**config.mk**
```make
export PLATFORM = sky130hd
export DESIGN_NAME = eccf_ctrl
export DESIGN_NICKNAME = d
export VERILOG_FILES = /design/src/rtl/eccf_pkg.sv /design/src/rtl/eccf_ctrl.sv /design/src/rtl/eccf_pair_decode.sv
export SDC_FILE = /design/constraint.sdc
export NUM_CORES = 1
export LEC_CHECK = 0
export ABC_AREA = 1
export BUFFER_PORTS_ARGS = -buffer_cell sky130_fd_sc_hd__buf_2
export CAP_MARGIN = 5
export CORE_MARGIN = 2
export CORE_UTILIZATION = 39
export DETAILED_ROUTE_END_ITERATION = 8
export PLACE_DENSITY = 0.86
export SETUP_SLACK_MARGIN = 0.05
export SYNTH_ARGS = -nofsm -noshare
export SYNTH_HDL_FRONTEND = slang
export SYNTH_HIERARCHICAL = 1
export SYNTH_SLANG_ARGS = --single-unit
```
**constraint.sdc**
```tcl
create_clock -name clock -period 2.8 [get_ports clock]
set_clock_uncertainty 0.1 [all_clocks]
set_input_delay 0.28 -clock clock [delete_from_list [all_inputs] [get_ports clock]]
set_output_delay 0.28 -clock clock [all_outputs]
set_load 0.1 [all_outputs]
```
**src/rtl/eccf_pkg.sv**
```systemverilog
// Package: exception catch control register layout and encodings
`default_nettype none
package eccf_pkg;
    localparam logic [11:0] ECCF_REG_OFFSET = 12'h098;
    localparam logic [31:0] ECCF_RESET_VALUE = 32'h0000_0000;
    // Bit positions of the fields held here
    localparam int SEC_EL2_RET_BIT = 10;
    localparam int SEC_EL1_RET_BIT = 9;
    localparam int SEC_EL0_RET_BIT = 8;
    localparam int NS_EL3_RSV_BIT  = 7;
    localparam int NS_EL2_ENT_BIT  = 6;
    localparam int NS_EL1_ENT_BIT  = 5;
    localparam int NS_EL0_RSV_BIT  = 4;
    localparam int EL3_ENT_BIT     = 3;
    // Fields outside bits 10:3 supplied from companion inputs
    localparam int SEC_EL2_ENT_BIT = 2;
    localparam int SEC_EL1_ENT_BIT = 1;
    localparam int NS_EL2_RET_BIT  = 14;
    localparam int NS_EL1_RET_BIT  = 13;
    localparam int EL3_RET_BIT     = 11;
    localparam logic [31:0] ECCF_FIELD_MASK = 32'h0000_0768;
    typedef enum logic [1:0] {
        ECCF_ACC_ERROR,
        ECCF_ACC_RO,
        ECCF_ACC_RW
    } eccf_access_type;
endpackage
`default_nettype wire

```
**src/rtl/eccf_ctrl.sv**
```systemverilog
// Module: exception catch control register, bits 10 down to 3
`default_nettype none
module eccf_ctrl (
    input  wire logic        clock,
    input  wire logic        srst,
    input  wire logic        fine_grain_debug_feature,
    input  wire logic        secure_hyp_level_feature,
    input  wire logic        secure_el1_present,
    input  wire logic        secure_el0_present,
    input  wire logic        nonsecure_el2_present,
    input  wire logic        nonsecure_el1_present,
    input  wire logic        el3_present,
    input  wire logic        core_powered,
    input  wire logic        double_lock,
    input  wire logic        os_lock,
    input  wire logic        software_lock,
    input  wire logic        req_valid,
    input  wire logic        req_write,
    input  wire logic [11:0] req_addr,
    input  wire logic [31:0] req_wdata,
    input  wire logic [31:0] companion_fields,
    output logic [31:0]      rsp_rdata,
    output logic             rsp_valid,
    output logic             rsp_error,
    output logic             secure_el2_entry_en,
    output logic             secure_el2_return_en,
    output logic             secure_el1_entry_en,
    output logic             secure_el1_return_en,
    output logic             secure_el0_return_en,
    output logic             nonsecure_el2_entry_en,
    output logic             nonsecure_el2_return_en,
    output logic             nonsecure_el1_entry_en,
    output logic             nonsecure_el1_return_en,
    output logic             el3_entry_en,
    output logic             el3_return_en
);
    // Pin-level status passes two flops before use
    logic [3:0] lock_meta_q;
    logic [3:0] lock_sync_q;
    logic [7:0] feat_meta_q;
    logic [7:0] feat_sync_q;
    logic       secure_el2_return_catch_q;
    logic       secure_el1_return_catch_q;
    logic       secure_el0_return_catch_q;
    logic       nonsecure_el2_entry_catch_q;
    logic       nonsecure_el1_entry_catch_q;
    logic       el3_entry_catch_q;
    logic [31:0] rsp_rdata_q;
    logic       rsp_valid_q;
    logic       rsp_error_q;

    wire logic fine;
    wire logic s_el2_ok;
    wire logic s_el1_ok;
    wire logic s_el0_ok;
    wire logic ns_el2_ok;
    wire logic ns_el1_ok;
    wire logic el3_ok;
    wire logic hit;
    wire logic do_write;
    wire logic [31:0] read_word;
    wire logic [31:0] next_err;
    eccf_pkg::eccf_access_type access_mode;

    always_ff @(posedge clock) begin
        lock_meta_q <= {core_powered, double_lock, os_lock, software_lock};
        lock_sync_q <= lock_meta_q;
        feat_meta_q <= {2'h0, fine_grain_debug_feature,
                        secure_hyp_level_feature, secure_el1_present,
                        secure_el0_present, nonsecure_el2_present,
                        nonsecure_el1_present};
        feat_sync_q <= {feat_meta_q[7:6], feat_meta_q[5:0]};
    end

    // Feature qualifiers; el3 kept separate below
    assign fine      = feat_sync_q[5];
    assign s_el2_ok  = fine & feat_sync_q[4];
    assign s_el1_ok  = fine & feat_sync_q[3];
    assign s_el0_ok  = fine & feat_sync_q[2];
    assign ns_el2_ok = feat_sync_q[1];
    assign ns_el1_ok = feat_sync_q[0];

    logic el3_meta_q;
    logic el3_sync_q;
    always_ff @(posedge clock) begin
        el3_meta_q <= el3_present;
        el3_sync_q <= el3_meta_q;
    end
    // Coarse EL3 form lives below bit 3, outside this block
    assign el3_ok = fine & el3_sync_q;

    // access class from power and lock state
    always_comb begin
        if (!lock_sync_q[3] || lock_sync_q[2] || lock_sync_q[1]) begin
            access_mode = eccf_pkg::ECCF_ACC_ERROR;
        end else if (lock_sync_q[0]) begin
            access_mode = eccf_pkg::ECCF_ACC_RO;
        end else begin
            access_mode = eccf_pkg::ECCF_ACC_RW;
        end
    end

    assign hit      = req_valid && (req_addr == eccf_pkg::ECCF_REG_OFFSET);
    assign do_write = hit && req_write &&
                      (access_mode == eccf_pkg::ECCF_ACC_RW);

    // reserved bits 7 and 4 always read zero
    assign read_word = {21'h0,
        secure_el2_return_catch_q & s_el2_ok,
        secure_el1_return_catch_q & s_el1_ok,
        secure_el0_return_catch_q & s_el0_ok,
        1'b0,
        nonsecure_el2_entry_catch_q & ns_el2_ok,
        nonsecure_el1_entry_catch_q & ns_el1_ok,
        1'b0,
        el3_entry_catch_q & el3_ok,
        3'h0};
    assign next_err = 32'h0;

    always_ff @(posedge clock) begin
        if (srst) begin
            secure_el2_return_catch_q   <= 1'b0;
            secure_el1_return_catch_q   <= 1'b0;
            secure_el0_return_catch_q   <= 1'b0;
            nonsecure_el2_entry_catch_q <= 1'b0;
            nonsecure_el1_entry_catch_q <= 1'b0;
            el3_entry_catch_q           <= 1'b0;
        end else if (do_write) begin
            secure_el2_return_catch_q   <=
                req_wdata[eccf_pkg::SEC_EL2_RET_BIT] & s_el2_ok;
            secure_el1_return_catch_q   <=
                req_wdata[eccf_pkg::SEC_EL1_RET_BIT] & s_el1_ok;
            secure_el0_return_catch_q   <=
                req_wdata[eccf_pkg::SEC_EL0_RET_BIT] & s_el0_ok;
            nonsecure_el2_entry_catch_q <=
                req_wdata[eccf_pkg::NS_EL2_ENT_BIT] & ns_el2_ok;
            nonsecure_el1_entry_catch_q <=
                req_wdata[eccf_pkg::NS_EL1_ENT_BIT] & ns_el1_ok;
            el3_entry_catch_q           <=
                req_wdata[eccf_pkg::EL3_ENT_BIT] & el3_ok;
        end
    end

    // Response one cycle after a hit; miss gives no response
    always_ff @(posedge clock) begin
        if (srst) begin
            rsp_valid_q <= 1'b0;
            rsp_error_q <= 1'b0;
            rsp_rdata_q <= 32'h0;
        end else begin
            rsp_valid_q <= hit;
            rsp_error_q <= hit && (access_mode == eccf_pkg::ECCF_ACC_ERROR);
            rsp_rdata_q <= (hit && !req_write &&
                            access_mode != eccf_pkg::ECCF_ACC_ERROR)
                           ? read_word : next_err;
        end
    end
    assign rsp_valid = rsp_valid_q;
    assign rsp_error = rsp_error_q;
    assign rsp_rdata = rsp_rdata_q;

    eccf_pair_decode u_s_el2 (
        .entry_bit         (companion_fields[eccf_pkg::SEC_EL2_ENT_BIT]),
        .return_bit        (secure_el2_return_catch_q),
        .fine_grain        (1'b1),
        .level_present     (s_el2_ok),
        .catch_entry       (secure_el2_entry_en),
        .catch_reset_entry (),
        .catch_return      (secure_el2_return_en)
    );
    eccf_pair_decode u_s_el1 (
        .entry_bit         (companion_fields[eccf_pkg::SEC_EL1_ENT_BIT]),
        .return_bit        (secure_el1_return_catch_q),
        .fine_grain        (1'b1),
        .level_present     (s_el1_ok),
        .catch_entry       (secure_el1_entry_en),
        .catch_reset_entry (),
        .catch_return      (secure_el1_return_en)
    );
    assign secure_el0_return_en = secure_el0_return_catch_q & s_el0_ok;
    eccf_pair_decode u_ns_el2 (
        .entry_bit         (nonsecure_el2_entry_catch_q),
        .return_bit        (companion_fields[eccf_pkg::NS_EL2_RET_BIT]),
        .fine_grain        (fine),
        .level_present     (ns_el2_ok),
        .catch_entry       (nonsecure_el2_entry_en),
        .catch_reset_entry (),
        .catch_return      (nonsecure_el2_return_en)
    );
    eccf_pair_decode u_ns_el1 (
        .entry_bit         (nonsecure_el1_entry_catch_q),
        .return_bit        (companion_fields[eccf_pkg::NS_EL1_RET_BIT]),
        .fine_grain        (fine),
        .level_present     (ns_el1_ok),
        .catch_entry       (nonsecure_el1_entry_en),
        .catch_reset_entry (),
        .catch_return      (nonsecure_el1_return_en)
    );
    // EL3 pair; reset entry shares entry enable
    eccf_pair_decode u_el3 (
        .entry_bit         (el3_entry_catch_q),
        .return_bit        (companion_fields[eccf_pkg::EL3_RET_BIT]),
        .fine_grain        (1'b1),
        .level_present     (el3_ok),
        .catch_entry       (el3_entry_en),
        .catch_reset_entry (),
        .catch_return      (el3_return_en)
    );

    a_reset_clears: assert property (
        @(posedge clock)
        srst |=> !nonsecure_el2_entry_catch_q && !el3_entry_catch_q
                 && !secure_el2_return_catch_q)
        else $error("fields not cleared by reset");
    a_reserved_zero: assert property (
        @(posedge clock) disable iff (srst)
        rsp_valid |-> rsp_rdata[7] == 1'b0 && rsp_rdata[4] == 1'b0)
        else $error("reserved bit read nonzero");
    a_error_locked: assert property (
        @(posedge clock) disable iff (srst)
        hit && access_mode == eccf_pkg::ECCF_ACC_ERROR
        |=> rsp_valid && rsp_error)
        else $error("locked access did not error");
    a_ro_no_write: assert property (
        @(posedge clock) disable iff (srst)
        hit && req_write && access_mode == eccf_pkg::ECCF_ACC_RO
        |=> $stable(el3_entry_catch_q) && $stable(secure_el0_return_catch_q))
        else $error("write under software lock took effect");
    a_s_el0_ret: assert property (
        @(posedge clock) disable iff (srst)
        secure_el0_return_en |-> secure_el0_return_catch_q)
        else $error("secure el0 return without field");
    a_absent_inert: assert property (
        @(posedge clock) disable iff (srst)
        !ns_el2_ok |-> !nonsecure_el2_entry_en && !nonsecure_el2_return_en)
        else $error("absent level enabled catch");
    a_coarse_ns1: assert property (
        @(posedge clock) disable iff (srst)
        !fine && ns_el1_ok |->
        nonsecure_el1_return_en == nonsecure_el1_entry_catch_q)
        else $error("coarse ns el1 mismatch");
    a_fine_el3: assert property (
        @(posedge clock) disable iff (srst)
        el3_ok && el3_entry_catch_q &&
        companion_fields[eccf_pkg::EL3_RET_BIT] |-> !el3_return_en)
        else $error("el3 both set still caught return");
    a_write_lands: assert property (
        @(posedge clock) disable iff (srst)
        do_write && req_wdata[eccf_pkg::NS_EL2_ENT_BIT] && ns_el2_ok
        |=> nonsecure_el2_entry_catch_q)
        else $error("write did not land");
    c_rw_write: cover property (@(posedge clock) do_write);
    c_error: cover property (@(posedge clock) rsp_error);
    c_fine_ret: cover property (@(posedge clock) el3_return_en);
endmodule
`default_nettype wire

```
**src/rtl/eccf_pair_decode.sv**
```systemverilog
// Module: decodes one entry/return field pair into catch enables
`default_nettype none
module eccf_pair_decode (
    input  wire logic entry_bit,
    input  wire logic return_bit,
    input  wire logic fine_grain,
    input  wire logic level_present,
    output logic      catch_entry,
    output logic      catch_reset_entry,
    output logic      catch_return
);
    wire logic fine_entry;
    wire logic fine_return;
    // Entry set: entry and reset entry; return follows only when ret clear
    assign fine_entry  = entry_bit;
    assign fine_return = entry_bit ^ return_bit;
    // Coarse mode: entry bit alone opens every catch kind
    assign catch_entry       = level_present &
                               (fine_grain ? fine_entry : entry_bit);
    assign catch_reset_entry = catch_entry;
    assign catch_return      = level_present &
                               (fine_grain ? fine_return : entry_bit);
endmodule
`default_nettype wire

```
After elaboration in Yosys (flattened, before gate mapping)
Cells that the tools add are included.

Register bits after elaboration: 62. Input bits: 91.

Equality and inequality tests: 2. Muxes and demuxes: 4. Bitwise gates (word level): 29. Reductions and logical operators: 13.

Operators with widths (number): $and 1x1->1 (23); $eq 12x8->1 const B (1); $logic_and 1x1->1 (6); $xor 1x1->1 (5); $mux 2 (2); $eq 2x2->1 const B (1); $logic_not 1->1 (2); $logic_not 2->1 (1); $logic_or 1x1->1 (2); $mux 1 (2); $reduce_bool 2->1 (1); $reduce_or 2->1 (1); $not 1->1 (1).

Longest topological paths before layout
Depth after elaboration: 8. Gate-level depth with buffers: 9.

Hierarchy
Netlist, hierarchy kept.

Modules (own cells, without submodules): eccf_ctrl (times used 1, cells each 152, area an instance 1302.5 µm², seq. area each 720.7 µm²); eccf_pair_decode (times used 5, cells each 7, area an instance 35.0 µm², seq. area each 0.0 µm²).

Worst setup path before layout
No wires, ideal clock.

Path kind: register to register. From: register feat_sync_q[5]. To: register rsp_rdata_q[8], in the netlist rsp_rdata[8]. Arrival: 2.825 ns. Required time: 2.630 ns. Setup slack: -0.195 ns. Stages on the path, launching flop included: 5. Path through: dfxtp_1 > inv_1 > nor3_1 > inv_1 > nor2_1.

Word-level cells in the longest chain between the ends: 2.

Ends and longest elaborated chain: from (decl) (line eccf_ctrl.sv:41) `logic [7:0] feat_sync_q;`; from (signal assigned) (line eccf_ctrl.sv:72) `feat_sync_q <= {feat_meta_q[7:6], feat_meta_q[5:0]};`; $and 1x1->1 (line eccf_ctrl.sv:79) `assign s_el0_ok = fine & feat_sync_q[2];`; $and 1x1->1; via secure_el0_return_en (line eccf_ctrl.sv:29) `output logic secure_el0_return_en,`; to (signal assigned) (line eccf_ctrl.sv:153) `rsp_rdata_q <= (hit && !req_write &&`; to (decl) (line eccf_ctrl.sv:48) `logic [31:0] rsp_rdata_q;`.

The timed path passes the listed nets, and every way through them passes these cells. A chain may end at the register's enable or synchronous reset.

Final worst setup path
From: register feat_sync_q[5]. To: output port el3_return_en.

Word-level cells in the longest chain between the ends: 2.

Ends and longest elaborated chain: $and 1x1->1 (line eccf_ctrl.sv:90) `assign el3_ok = fine & el3_sync_q;`; via el3_ok (line eccf_ctrl.sv:58) `wire logic el3_ok;`; $and 1x1->1 (line eccf_pair_decode.sv:21) `assign catch_return = level_present &`; to (decl) (line eccf_ctrl.sv:35) `output logic el3_return_en`.

The timed path passes the listed nets, and every way through them passes these cells.

==> flow_metrics.tcl <==
set metrics [dict create \
    timing.rr.end "nonsecure_el2_entry_catch_q" \
    cp-start-kind "flip-flop" \
    synthesis.area_um2 1440 \
    cp-end-kind "primary output" \
    place_area_um2 1692 \
    switching_share_pct 30.61 \
    path_buf_inv 2 \
    drive_above_1_share_pct 29.23 \
    cts-root-buf "clkbuf_8" \
    holdPathEnd "rsp_valid" \
    die_h_um 64.77 \
    setup_viol_count_final 0 \
    initial_core_util_pct 39.94 \
    ioPinCount 136 \
    grt_setup_unrepaired "false" \
    r2r_slack_ns 1.56 \
    routed_wl_um 2547 \
    switchingPower_uw 389.3 \
    cts_buffer_depth 2 \
    wl_per_cell_um 8.269 \
    p_leak_uw 0.001104 \
    postSynthCellCount 182 \
    insertion_delay_ns 0.28 \
    max_stage_delay_ns 0.49 \
    p_comb_share_pct 19.4 \
    nNetsFinal 350 \
    overflow 0 \
    min_period_over_period_pct 70.56 \
    slew_violations 0 \
    diodes 0 \
    ant_nets 0 \
    finalHoldViolations 0 \
    worstPathArrival_ns 1.60 \
    grt_pass1_vias 1089 \
    synth_warnings 6 \
    place_ws_ns 1.112 \
    critical_path.cell_chain "nand2_1 -> inv_1 -> nand2_1 -> nor2_2 -> buf_2" \
    tritoncts "done" \
    htreeDepth 2 \
    post-route-cell-area_um2 1928 \
    place_congestion 0.7294 \
    die_w_um 64.77 \
    clock_power_share_pct 38.5 \
    num_vias 1163 \
    hp-start "srst" \
    area_growth_pct 33.88 \
    crit_slowest_cell "dfxtp_1" \
    core-area_um2 3606 \
    fin_crit_ns 1.976 \
    pwr-share-seq_pct 42.1 \
    r2r_start "lock_sync_q[1]" \
    cp_max_fo 9 \
    max_freq_mhz 506.1 \
    cts.sinks 36 \
    drv_cap 0 \
    status "finished clean" \
    setup_ws_ns 0.8242 \
    r2r_cells 6 \
    port_buffers 56 \
    irDropWorstVdd_uv 468.9 \
    finalPower_uw 1272 \
    cp_top_family "buffers and inverters" \
    cts_made_buffers 5 \
    first_pass_iters 4 \
    dpl.hpwl_um 1910 \
    drtIter0Drc 21 \
    p_per_area_nw_per_um2 659.6 \
    grtUsageTotal_pct 13.59 \
    hold_depth 2 \
    final.setup.tns_ns 0 \
    grt_first_pass_wirelength_um 4229 \
    grt_max_degree 13 \
    critPathKind "flip-flop to primary output" \
    worstPathRequired_ns 2.42 \
    clk_pin_slew_ns 0.07 \
    drc_errors 0 \
    crit_top_cell "nand2_1" \
    internal_power_uw 882.6 \
    antenna_found_initial 0 \
    die_area_um2 4195 \
    timing.hold.ws_ns 0.1013 \
    hp-class "primary input to flip-flop" \
    rows 22 \
    vias_per_cell 3.776 \
    syn_area_per_cell_um2 7.913 \
]
[registers in the layout, indices dropped and copies added (netlist names), 4 cells and up]
name / cells
rsp_rdata: 6
lock_meta_q: 4
feat_sync_q: 6
lock_sync_q: 4
feat_meta_q: 6
[through the flow]
stage,util (%),instances
floorplan,-,212
global placement,46.91,289
detailed placement,46.91,289
CTS,53.47,308
global route,53.47,308
finish,53.47,308
[cell usage in the layout (no fill, tap or decap)]
master / instances
nand3b_4: 1
nor2_2: 8
bufinv_16: 1
nand3_1: 6
nor3b_1: 1
dfxtp_1: 36
a21oi_1: 5
buf_2: 56
nor2_1: 27
nand2_1: 37
nor3_2: 1
clkbuf_8: 7
conb_1: 32
inv_1: 28
nand3_2: 1
nand2_2: 1
and3_1: 1
dlygate4sd3_1: 11
[worst max path at each step]
stage | from | end | slack [ns] | cells after the start
2_1_floorplan | feat_sync_q[5] | secure_el0_return_en | 0.70 | 2
3_3_place_gp | feat_sync_q[5] | el3_return_en | 1.14 | 5
3_5_place_dp | feat_sync_q[5] | el3_return_en | 1.11 | 5
4_1_cts | feat_sync_q[5] | el3_return_en | 0.79 | 5
5_1_grt | feat_sync_q[5] | el3_return_en | 0.69 | 5
6_report | feat_sync_q[5] | el3_return_en | 0.82 | 5
[layer usage]
layer	vias up	track usage, %	share of wire, %
met5	-	0	0
met4	0	8.245	2.1
met1	477	13.23	43
met3	4	5.208	7.9
li1	628	-	-
met2	54	24.10	47
[power groups by stage]
stage / clock, µW / sequential [µW] / combinational, µW
final: 489 / 536 / 247
after global routing: 533 / 538 / 257
after CTS: 506 / 536 / 246
after detailed placement: 0 / 548 / 234
after global placement: 0 / 547 / 233
after floorplan: 0 / 545 / 230
[final cells by class]
cell class	count	area, µm²
fill	356	1678
sequential	36	720.7
multi-input combinational	121	525.5
timing repair buffer	67	390.4
inverter	28	105.1
clock buffer	7	96.34
tap	48	60.06
clock inverter	1	30.03
[what timing repair did]
item | in CTS | in global routing
setup buffers | 0 | 0
endpoints found under the setup margin | 0 | 0
hold endpoints to repair | 11 | 0
gates resized for setup | 0 | 0
hold buffers | 11 | 0
Note: power is estimated with default switching activity, not from simulation.
